<file path="src/hw/ccm_pkg.sv">
package ccm_pkg;

    // Register addresses on the byte-wide register port.
    localparam logic [7:0] CCM_ADDR_DATA = 8'h07;
    localparam logic [7:0] CCM_ADDR_FLAG = 8'h0C;
    localparam logic [7:0] CCM_ADDR_LOW  = 8'h15;
    localparam logic [7:0] CCM_ADDR_HIGH = 8'h16;
    localparam logic [7:0] CCM_ADDR_CTRL = 8'h17;
    localparam logic [7:0] CCM_ADDR_DIR  = 8'h87;
    localparam logic [7:0] CCM_ADDR_IEN  = 8'h8C;

    // Bit positions of the single-bit fields, and the control field width.
    localparam int CCM_PIN_BIT  = 2;
    localparam int CCM_FLAG_BIT = 2;
    localparam int CCM_CTRL_W   = 6;

    // Values after reset.
    localparam logic [5:0] CCM_CTRL_RESET = 6'h00;
    localparam logic       CCM_DIR_RESET  = 1'b1;

    // Mode select field codes and mode groups.
    localparam logic [3:0] CCM_MODE_OFF  = 4'h0;
    localparam logic [3:0] CCM_MODE_SET  = 4'h8;
    localparam logic [3:0] CCM_MODE_CLR  = 4'h9;
    localparam logic [3:0] CCM_MODE_SWI  = 4'hA;
    localparam logic [3:0] CCM_MODE_SPEC = 4'hB;
    localparam logic [1:0] CCM_GRP_CAP   = 2'h1;
    localparam logic [1:0] CCM_GRP_CMP   = 2'h2;
    localparam logic [1:0] CCM_GRP_PWM   = 2'h3;

    // Capture event selection, low two bits of a capture mode.
    localparam logic [1:0] CCM_SEL_FALL  = 2'h0;
    localparam logic [1:0] CCM_SEL_RISE  = 2'h1;
    localparam logic [1:0] CCM_SEL_DIV4  = 2'h2;
    localparam logic [1:0] CCM_SEL_DIV16 = 2'h3;

    // Edge prescaler counter.
    localparam int         CCM_PRESC_W   = 4;
    localparam logic [1:0] CCM_DIV4_LAST = 2'h3;
    localparam logic [3:0] CCM_DIV16_LAST = 4'hF;

    typedef struct packed {
        logic       sync0;
        logic       sync1;
        logic [5:0] ctrl;
        logic [7:0] val_lo;
        logic [7:0] val_hi;
        logic       dir;
        logic       data_latch;
        logic       flag;
        logic       irq_en;
        logic       cmp_latch;
        logic       match_prev;
        logic [7:0] rdata;
    } ccm_top_state_t;

    typedef struct packed {
        logic                   prev;
        logic [CCM_PRESC_W-1:0] cnt;
    } ccm_edge_state_t;

    typedef struct packed {
        logic [1:0] frac;
        logic       level;
    } ccm_pwm_state_t;

    localparam ccm_top_state_t CCM_TOP_RESET =
        '{dir: CCM_DIR_RESET, ctrl: CCM_CTRL_RESET, default: '0};

endpackage

</file>
<file path="src/hw/ccm_edge.sv">
`timescale 1ns/1ps
module ccm_edge (
    // Clock and reset
    input  wire logic       clk_in,
    input  wire logic       rst_in,
    // Control
    input  wire logic       clear_in,
    input  wire logic [1:0] sel_in,
    // Pin level and event
    input  wire logic       level_in,
    output logic            event_out
);
    ccm_pkg::ccm_edge_state_t r;
    ccm_pkg::ccm_edge_state_t next_r;
    logic rise;
    logic fall;

    always_comb begin
        rise = level_in & ~r.prev;
        fall = ~level_in & r.prev;
        next_r = r;
        next_r.prev = level_in;
        event_out = 1'b0;
        if (clear_in) begin
            next_r.cnt = '0;
        end else begin
            case (sel_in)
                ccm_pkg::CCM_SEL_FALL: event_out = fall;
                ccm_pkg::CCM_SEL_RISE: event_out = rise;
                ccm_pkg::CCM_SEL_DIV4: begin
                    event_out = rise && (r.cnt[1:0] == ccm_pkg::CCM_DIV4_LAST);
                end
                default: begin
                    event_out = rise && (r.cnt == ccm_pkg::CCM_DIV16_LAST);
                end
            endcase
            // The count runs on in every capture mode, so a switch between
            // prescale settings keeps it.
            if (rise) begin
                next_r.cnt = r.cnt + 4'h1;
            end
        end
    end

    always_ff @(posedge clk_in) begin
        if (rst_in) begin
            r <= '0;
        end else begin
            r <= next_r;
        end
    end

    a_presc_cleared: assert property (
        @(posedge clk_in) disable iff (rst_in)
        clear_in |=> r.cnt == '0) else $error("prescaler not cleared");
    a_div16_event: assert property (
        @(posedge clk_in) disable iff (rst_in)
        (!clear_in && sel_in == ccm_pkg::CCM_SEL_DIV16 && rise)
        |-> event_out == (r.cnt == 4'hF)) else $error("bad 16th edge");
    a_count_kept: assert property (
        @(posedge clk_in) disable iff (rst_in)
        (!clear_in && !rise) |=> $stable(r.cnt))
        else $error("prescaler moved without edge");
endmodule

</file>
<file path="src/hw/ccm_pwm.sv">
`timescale 1ns/1ps
module ccm_pwm (
    // Clock and reset
    input  wire logic       clk_in,
    input  wire logic       rst_in,
    // Enable and duty values
    input  wire logic       enable_in,
    input  wire logic [9:0] duty_new_in,
    input  wire logic [7:0] duty_hi_in,
    // Period timer
    input  wire logic       reload_in,
    input  wire logic [7:0] count_in,
    input  wire logic [1:0] phase_in,
    // Outputs
    output logic            load_out,
    output logic            level_out
);
    ccm_pkg::ccm_pwm_state_t r;
    ccm_pkg::ccm_pwm_state_t next_r;
    logic hit;

    always_comb begin
        next_r = r;
        load_out = enable_in & reload_in;
        hit = ({duty_hi_in, r.frac} == {count_in, phase_in});
        if (!enable_in) begin
            next_r = '0;
        end else if (reload_in) begin
            // A zero duty never raises the output.
            next_r.level = (duty_new_in != 10'h000);
            next_r.frac = duty_new_in[1:0];
        end else if (hit) begin
            next_r.level = 1'b0;
        end
        level_out = r.level;
    end

    always_ff @(posedge clk_in) begin
        if (rst_in) begin
            r <= '0;
        end else begin
            r <= next_r;
        end
    end

    a_pwm_reload: assert property (
        @(posedge clk_in) disable iff (rst_in)
        load_out |=> level_out == ($past(duty_new_in) != 10'h000))
        else $error("pwm start level wrong");
    a_pwm_clear: assert property (
        @(posedge clk_in) disable iff (rst_in)
        (enable_in && !reload_in && hit) |=> !level_out)
        else $error("pwm not cleared on duty match");
endmodule

</file>
<file path="src/hw/ccm_top.sv">
// Our own choice: the plain strobed port.
`timescale 1ns/1ps
module ccm_top (
    // Clock and reset
    input  wire logic        CLK_IN,
    input  wire logic        RST_IN,
    // Register port
    input  wire logic [7:0]  ADDR_IN,
    input  wire logic [7:0]  WDATA_IN,
    input  wire logic        WR_IN,
    input  wire logic        RD_IN,
    output logic      [7:0]  RDATA_OUT,
    // Capture/compare pin
    input  wire logic        CC_PIN_IN,
    output logic             CC_PIN_OUT,
    output logic             CC_PIN_OE_OUT,
    // Sixteen-bit timer
    input  wire logic [15:0] TIMER_COUNT_IN,
    output logic             TIMER_RESET_OUT,
    // Eight-bit period timer
    input  wire logic [7:0]  PERIOD_COUNT_IN,
    input  wire logic [1:0]  PERIOD_PHASE_IN,
    input  wire logic        PERIOD_RELOAD_IN,
    // Converter
    input  wire logic        ADC_ENABLE_IN,
    output logic             ADC_START_OUT,
    // Interrupt
    output logic             IRQ_OUT
);
    ccm_pkg::ccm_top_state_t r;
    ccm_pkg::ccm_top_state_t next_r;

    logic [3:0]  mode;
    logic        is_cap;
    logic        is_cmp;
    logic        is_pwm;
    logic        pin_drive;
    logic        pin_level;
    logic        cmp_eq;
    logic        cmp_hit;
    logic        special;
    logic        cap_evt;
    logic        pwm_load;
    logic        pwm_level;
    logic        wr_low;
    logic        wr_high;
    logic        wr_flag;
    logic [7:0]  rd_val;
    logic [15:0] value;

    // Mode decode.
    always_comb begin
        mode = r.ctrl[3:0];
        is_cap = (mode[3:2] == ccm_pkg::CCM_GRP_CAP);
        is_cmp = (mode[3:2] == ccm_pkg::CCM_GRP_CMP);
        is_pwm = (mode[3:2] == ccm_pkg::CCM_GRP_PWM);
        value = {r.val_hi, r.val_lo};
    end

    // Prescaler is held clear outside capture modes.
    ccm_edge u_edge (
        .clk_in    (CLK_IN),
        .rst_in    (RST_IN),
        .clear_in  (~is_cap),
        .sel_in    (mode[1:0]),
        .level_in  (pin_level),
        .event_out (cap_evt)
    );

    ccm_pwm u_pwm (
        .clk_in      (CLK_IN),
        .rst_in      (RST_IN),
        .enable_in   (is_pwm),
        .duty_new_in ({r.val_lo, r.ctrl[5:4]}),
        .duty_hi_in  (r.val_hi),
        .reload_in   (PERIOD_RELOAD_IN),
        .count_in    (PERIOD_COUNT_IN),
        .phase_in    (PERIOD_PHASE_IN),
        .load_out    (pwm_load),
        .level_out   (pwm_level)
    );

    // Pin, compare and strobe logic.
    always_comb begin
        pin_drive = ~r.dir;
        if (is_pwm) begin
            CC_PIN_OUT = pwm_level;
        end else if (is_cmp) begin
            CC_PIN_OUT = r.cmp_latch;
        end else begin
            CC_PIN_OUT = r.data_latch;
        end
        CC_PIN_OE_OUT = pin_drive;
        // A driven pin is seen at its own output value, so a write to the
        // data latch bit can make a capture edge.
        pin_level = pin_drive ? CC_PIN_OUT : r.sync1;
        cmp_eq = (TIMER_COUNT_IN == value);
        // One hit per match, even if the timer dwells on the value.
        cmp_hit = is_cmp & cmp_eq & ~r.match_prev;
        special = cmp_hit & (mode == ccm_pkg::CCM_MODE_SPEC);
        TIMER_RESET_OUT = special;
        ADC_START_OUT = special & ADC_ENABLE_IN;
        IRQ_OUT = r.flag & r.irq_en;
        RDATA_OUT = r.rdata;
    end

    // Register write decode.
    always_comb begin
        wr_low = WR_IN && (ADDR_IN == ccm_pkg::CCM_ADDR_LOW);
        wr_high = WR_IN && (ADDR_IN == ccm_pkg::CCM_ADDR_HIGH);
        wr_flag = WR_IN && (ADDR_IN == ccm_pkg::CCM_ADDR_FLAG);
    end

    // Read mux; unmapped addresses and unused bits read zero.
    always_comb begin
        rd_val = 8'h00;
        case (ADDR_IN)
            ccm_pkg::CCM_ADDR_DATA: begin
                rd_val[ccm_pkg::CCM_PIN_BIT] = r.data_latch;
            end
            ccm_pkg::CCM_ADDR_FLAG: begin
                rd_val[ccm_pkg::CCM_FLAG_BIT] = r.flag;
            end
            ccm_pkg::CCM_ADDR_LOW: begin
                rd_val = r.val_lo;
            end
            ccm_pkg::CCM_ADDR_HIGH: begin
                rd_val = r.val_hi;
            end
            ccm_pkg::CCM_ADDR_CTRL: begin
                rd_val = {2'h0, r.ctrl};
            end
            ccm_pkg::CCM_ADDR_DIR: begin
                rd_val[ccm_pkg::CCM_PIN_BIT] = r.dir;
            end
            ccm_pkg::CCM_ADDR_IEN: begin
                rd_val[ccm_pkg::CCM_FLAG_BIT] = r.irq_en;
            end
            default: begin
                rd_val = 8'h00;
            end
        endcase
    end

    // Next state.
    always_comb begin
        next_r = r;
        next_r.sync0 = CC_PIN_IN;
        next_r.sync1 = r.sync0;
        next_r.match_prev = is_cmp & cmp_eq;
        next_r.rdata = RD_IN ? rd_val : 8'h00;

        if (WR_IN) begin
            case (ADDR_IN)
                ccm_pkg::CCM_ADDR_CTRL: begin
                    next_r.ctrl = WDATA_IN[ccm_pkg::CCM_CTRL_W-1:0];
                end
                ccm_pkg::CCM_ADDR_DATA: begin
                    next_r.data_latch = WDATA_IN[ccm_pkg::CCM_PIN_BIT];
                end
                ccm_pkg::CCM_ADDR_DIR: begin
                    next_r.dir = WDATA_IN[ccm_pkg::CCM_PIN_BIT];
                end
                ccm_pkg::CCM_ADDR_IEN: begin
                    next_r.irq_en = WDATA_IN[ccm_pkg::CCM_FLAG_BIT];
                end
                default: begin
                    next_r.ctrl = r.ctrl;
                end
            endcase
        end

        // Value bytes: software writes, then capture and PWM reload win.
        if (wr_low) begin
            next_r.val_lo = WDATA_IN;
        end
        // The high byte is read-only while PWM owns it.
        if (wr_high && !is_pwm) begin
            next_r.val_hi = WDATA_IN;
        end
        if (cap_evt) begin
            next_r.val_lo = TIMER_COUNT_IN[7:0];
            next_r.val_hi = TIMER_COUNT_IN[15:8];
        end
        if (pwm_load) begin
            next_r.val_hi = r.val_lo;
        end

        // Compare output latch.
        if (mode == ccm_pkg::CCM_MODE_OFF) begin
            next_r.cmp_latch = 1'b0;
        end else if (cmp_hit && mode == ccm_pkg::CCM_MODE_SET) begin
            next_r.cmp_latch = 1'b1;
        end else if (cmp_hit && mode == ccm_pkg::CCM_MODE_CLR) begin
            next_r.cmp_latch = 1'b0;
        end

        // Sticky flag, cleared by writing one; a same-cycle event wins.
        if (wr_flag && WDATA_IN[ccm_pkg::CCM_FLAG_BIT]) begin
            next_r.flag = 1'b0;
        end
        if (cap_evt || cmp_hit) begin
            next_r.flag = 1'b1;
        end
    end

    always_ff @(posedge CLK_IN) begin
        if (RST_IN) begin
            r <= ccm_pkg::CCM_TOP_RESET;
        end else begin
            r <= next_r;
        end
    end

    a_capture_copy: assert property (
        @(posedge CLK_IN) disable iff (RST_IN)
        cap_evt |=> value == $past(TIMER_COUNT_IN))
        else $error("capture did not copy timer");
    a_capture_flag: assert property (
        @(posedge CLK_IN) disable iff (RST_IN)
        cap_evt |=> r.flag && IRQ_OUT == r.irq_en)
        else $error("capture did not set flag");
    // A pending flag means the previous value may be unread.
    a_capture_overwrite: assert property (
        @(posedge CLK_IN) disable iff (RST_IN)
        (cap_evt && r.flag) |=> value == $past(TIMER_COUNT_IN))
        else $error("second capture lost");
    a_flag_held: assert property (
        @(posedge CLK_IN) disable iff (RST_IN)
        (r.flag && !wr_flag) |=> r.flag)
        else $error("flag dropped by hardware");
    a_set_on_match: assert property (
        @(posedge CLK_IN) disable iff (RST_IN)
        (cmp_hit && mode == ccm_pkg::CCM_MODE_SET) |=> r.cmp_latch)
        else $error("set on match failed");
    a_swint_pin: assert property (
        @(posedge CLK_IN) disable iff (RST_IN)
        (cmp_hit && mode == ccm_pkg::CCM_MODE_SWI)
        |=> $stable(r.cmp_latch) && r.flag)
        else $error("software interrupt mode wrong");
    a_special_event: assert property (
        @(posedge CLK_IN) disable iff (RST_IN)
        (cmp_hit && mode == ccm_pkg::CCM_MODE_SPEC)
        |-> TIMER_RESET_OUT && ADC_START_OUT == ADC_ENABLE_IN)
        else $error("special event strobes wrong");
    a_off_resets: assert property (
        @(posedge CLK_IN) disable iff (RST_IN)
        (mode == ccm_pkg::CCM_MODE_OFF) |=> !r.cmp_latch)
        else $error("off did not reset latch");
    a_driven_level: assert property (
        @(posedge CLK_IN) disable iff (RST_IN)
        (!r.dir && !is_cmp && !is_pwm) |-> pin_level == r.data_latch)
        else $error("driven pin not seen by capture");
    a_low_write: assert property (
        @(posedge CLK_IN) disable iff (RST_IN)
        (wr_low && !cap_evt) |=> r.val_lo == $past(WDATA_IN))
        else $error("low byte write lost");
endmodule

</file>
<file path="config.mk">
export PLATFORM = sky130hd
export DESIGN_NAME = ccm_top
export DESIGN_NICKNAME = d
export VERILOG_FILES = /design/src/hw/ccm_pkg.sv /design/src/hw/ccm_edge.sv /design/src/hw/ccm_pwm.sv /design/src/hw/ccm_top.sv
export SDC_FILE = /design/constraint.sdc
export NUM_CORES = 1
export LEC_CHECK = 0
export ABC_CLOCK_PERIOD_IN_PS = 2750
export BUFFER_PORTS_ARGS = -buffer_cell sky130_fd_sc_hd__buf_4
export CAP_MARGIN = 20
export CORE_UTILIZATION = 40
export DETAILED_ROUTE_END_ITERATION = 10
export SYNTH_ARGS = -nofsm -noshare
export SYNTH_HDL_FRONTEND = slang
export SYNTH_SLANG_ARGS = --single-unit
</file>
<file path="constraint.sdc">
create_clock -name CLK_IN -period 2.75 [get_ports CLK_IN]
set_input_delay 0.1375 -clock CLK_IN [delete_from_list [all_inputs] [get_ports CLK_IN]]
set_output_delay 0.1375 -clock CLK_IN [all_outputs]
set_load 0.01 [all_outputs]
</file>
==> summary.txt <==
Clocking
  • Hold buffer count at cts: 0
  • CTS tree: built
  • Clock-pin slew on the worst setup and hold paths: ~0.09 ns
  • Clock sink total: 46
  • Clk_lat worst skew: 0.30 ns
  • Post-CTS setup buffers: 0
  • PostCTS Resize Cnt: 0
  • Num CTS Buffers: 5
  • Root Driver: clkbuf_8
  • Htree depth: 2
  • Longest Clk Path Bufs: 2

Layout
  • Most common cell after layout, fill and taps aside: buf_4
  • # fillers: ~660
  • Layout cells sized above 1: 0.249
  • Commonest cells after routing, fill and taps aside: buf_4 (66), dfxtp_1 (46), nand2_1 (29)
  • Antenna cells: 0
  • Net total in the final layout: between 400 and 500
  • Final Util: 0.504
  • Synth-to-layout area growth: 20.2%

Yosys
  • Post-Syn Area: about 0.0027 mm^2
  • Post-synthesis xor/xnor area fraction: 0.0938
  • Post-synthesis sequential area ratio: 0.340
  • Adder-cell area share of the yosys netlist: 0.00462
  • Unique masters post-synth: 51
  • Synth Area in Compound Gates: 0.187
  • Syn Nets: between 300 and 400
  • Top_reg_cell synth: dfxtp_1
  • Largest family of logic cells by synthesized area: simple AND/OR/NAND/NOR gates
  • Syn Inst Count: approximately 320
  • Number of synthesis warnings: 0
  • Post-synth EDFFs: 0
  • Synthesized area per cell: around 8.4 um^2
  • Multiplexer share of the synthesized area: 0.0305
  • Synth async-reset ratio: 0
  • FF+latch count, synth: 46
  • Area share of and/or/nand/nor cells after synthesis: 0.268

Setup path
  • CP Capture Type: flop
  • Worst r2r path cells: 5
  • CP Data Required Time: around 2.9 ns
  • Crit path DAT: 2.52 ns
  • Worst r2r src: mode[2]$_SDFFE_PP0P_
  • Crit path launch type: flop
  • Critical path class: flop to flop
  • RR Endpoint: r[26]$_SDFFE_PP0P_
  • Critical path fanouts, max: 17
  • R2R Setup Slk: between 0.3 and 0.4 ns

Power and ir drop
  • P_int: between 1 and 1.5 mW
  • Leak pwr: between 1 and 1.5 nW
  • Flop pwr share: 0.510
  • Logic gate share of total power: 0.103
  • Switch share: 0.231
  • Sw power: slightly above 300 uW
  • Clock share of power: 0.387
  • Pwr dens: roughly 400 mW/mm^2
  • VDD IR max: between 0.15 and 0.2 mV

Route
  • DR DRC count: 6
  • DR vias: approximately 2.6k
  • Final wirelength: ~7.6 mm
  • Initial DRT Pass Iterations: 7
  • Wirelength per Cell: around 17 um
  • DRT antenna net count: 0
  • Initial drt markers: 178
  • DR vias/cell: between 5 and 6

Timing
  • Setup TNS: 0 ns
  • RSZ-0062 raised after global routing: no
  • Slew Limit Fails: 0
  • Final setup skew: about 0.0074 ns
  • Slew @ Worst Pin: 0.851 ns
  • Fmax: ~0.42 GHz
  • Final setup viols: 0
  • Slew margin rel.: 0.433
  • Tmin final: 2.39 ns
  • Tcrit/Tclk final: 0.868
  • Number of hold violations in the final report: 0

Die
  • Full die area: ~0.0071 mm^2
  • Core outline area: 0.00646 mm^2
  • Starting Density: 0.419
  • Die Width: ~84 um
  • Number of cell rows: 29
  • DIE HEIGHT: roughly 84 um
  • Ports: between 60 and 70

Global route
  • Global-route met2 utilization: 0.362
  • Met3 Track Usage GR: 0.0393
  • Met1 Usage GRT: 0.310
  • Vias in the first global route: ~2.4k
  • Tot GR Track Use: 0.225
  • First-pass GRT wire length: 12.5 mm
  • Antenna violations before repair: 0
  • Grt ovf: 0
  • Largest net degree at the start of global routing: 33
  • Global-route layer with the greatest usage: met2

Min path
  • HP Class: input pin to flop
  • Hold Path Depth: 2
  • Worst Hold End: next_r[36]$_SDFF_PP0_
  • Min-delay src: CC_PIN_IN

Outcome
  • Failing checks: DRC
  • Outcome: finished, violations left

Place
  • GP Congestion: a little under 0.9
  • IO buf count: 61
  • Post-DP HPWL: 5.53 mm

Run
  • Max cap viols: 0
-- stage by stage --
step / hold WS, ns / setup WS [ns] / instance area, um^2 / instances / total power, mW
3_5_place_dp: 0.365 / 0.404 / 3150 / 442 / 0.819
2_1_floorplan: 0.266 / 0.800 / 2710 / 323 / 0.736
5_1_grt: 0.0731 / 0.187 / 3260 / 450 / 1.36
3_3_place_gp: 0.359 / 0.472 / 3150 / 442 / 0.820
6_report: 0.0502 / 0.363 / 3260 / 450 / 1.31
4_1_cts: 0.0473 / 0.380 / 3260 / 450 / 1.32
-- power groups by stage --
stage                     Combinational [mW]  Clock (mW)  Sequential (mW)
after CTS                              0.135       0.520            0.669
final                                  0.135       0.508            0.669
after detailed placement               0.134           0            0.685
after global placement                 0.135           0            0.685
after global routing                   0.146       0.546            0.670
after floorplan                       0.0513           0            0.684
-- metal layers --
metal / vias up / share of wire
li1: 1259 / -
met1: 1204 / 0.47
met2: 85 / 0.45
met3: 12 / 0.067
met4: 0 / 0.018
met5: - / 0
-- area by class of cell --
| cell class | instances | area, um^2 | share of cell area |
|---|---|---|---|
| Inverter | 14 | 52.6 | 0.0161 |
| Timing Repair Buffer | 66 | 495 | 0.152 |
| Clock inverter | 2 | 37.5 | 0.0115 |
| Multi-Input combinational cell | 239 | 1580 | 0.486 |
| Tap cell | 77 | 96.3 | 0.0296 |
| Clock buffer | 6 | 72.6 | 0.0223 |
| Sequential cell | 46 | 921 | 0.283 |
-- cell usage after synthesis (3+ instances only) --
| cell type | n | area (um^2) |
|---|---|---|
| dfxtp_1 | 46 | 921 |
| nand2_1 | 29 | 109 |
| nor2_1 | 24 | 90.1 |
| nor3_1 | 21 | 105 |
| xnor2_1 | 20 | 175 |
| a21oi_1 | 17 | 85.1 |
| nand3_1 | 14 | 70.1 |
| inv_1 | 13 | 48.8 |
| buf_4 | 10 | 75.1 |
| nand2b_1 | 9 | 56.3 |
| xor2_1 | 9 | 78.8 |
| a22oi_1 | 8 | 60.1 |
| a311oi_2 | 8 | 120 |
| a31oi_1 | 8 | 50.1 |
| clkbuf_1 | 8 | 30.0 |
| nor4_1 | 8 | 50.1 |
| nand4_1 | 7 | 43.8 |
| a311oi_1 | 6 | 52.6 |
| mux2i_1 | 6 | 60.1 |
| nand2_2 | 5 | 31.3 |
| o21ai_0 | 5 | 25.0 |
| and2_1 | 4 | 25.0 |
| nor2b_1 | 3 | 18.8 |
| o211ai_1 | 3 | 22.5 |
-- worst max-delay path, cell delays in order (launching register included) --
cell and delay [ns]:
dfxtp_1 0.52, mux2i_1 0.29, o311a_2 0.28, mux2i_4 0.25, or2_1 0.68, a311oi_2 0.20
-- worst max path at each step --
stage	depth (start not counted)	startpoint	to	slack, ns
6_report	5	mode[2]$_SDFFE_PP0P_	r[26]$_SDFFE_PP0P_	0.36
3_5_place_dp	5	mode[2]$_SDFFE_PP0P_	r[26]$_SDFFE_PP0P_	0.40
3_3_place_gp	5	mode[2]$_SDFFE_PP0P_	r[26]$_SDFFE_PP0P_	0.47
5_1_grt	5	mode[2]$_SDFFE_PP0P_	r[14]$_SDFFE_PP0P_	0.19
4_1_cts	5	mode[2]$_SDFFE_PP0P_	r[26]$_SDFFE_PP0P_	0.38
2_1_floorplan	8	mode[3]$_SDFFE_PP0P_	r[20]$_SDFFE_PP0P_	0.80
-- flip-flops by register name, indices dropped and copies added (netlist names) --
signal,cells
u_edge.r,5
u_pwm.r,2
RDATA_OUT,8
next_r,1
u_pwm.level_out,1
mode,4
r,25
-- logic make-up after synthesis --
| logic type | count (synthesis) |
|---|---|
| AND/OR/NAND/NOR | 137 |
| XOR/XNOR | 29 |
| multiplexers | 7 |
| adder cells (fa/ha/maj) | 1 |
| buffers and inverters | 38 |
| flip-flops | 46 |
| AO/OA/AOI/OAI | 65 |
(Power assumes the default switching activity.)
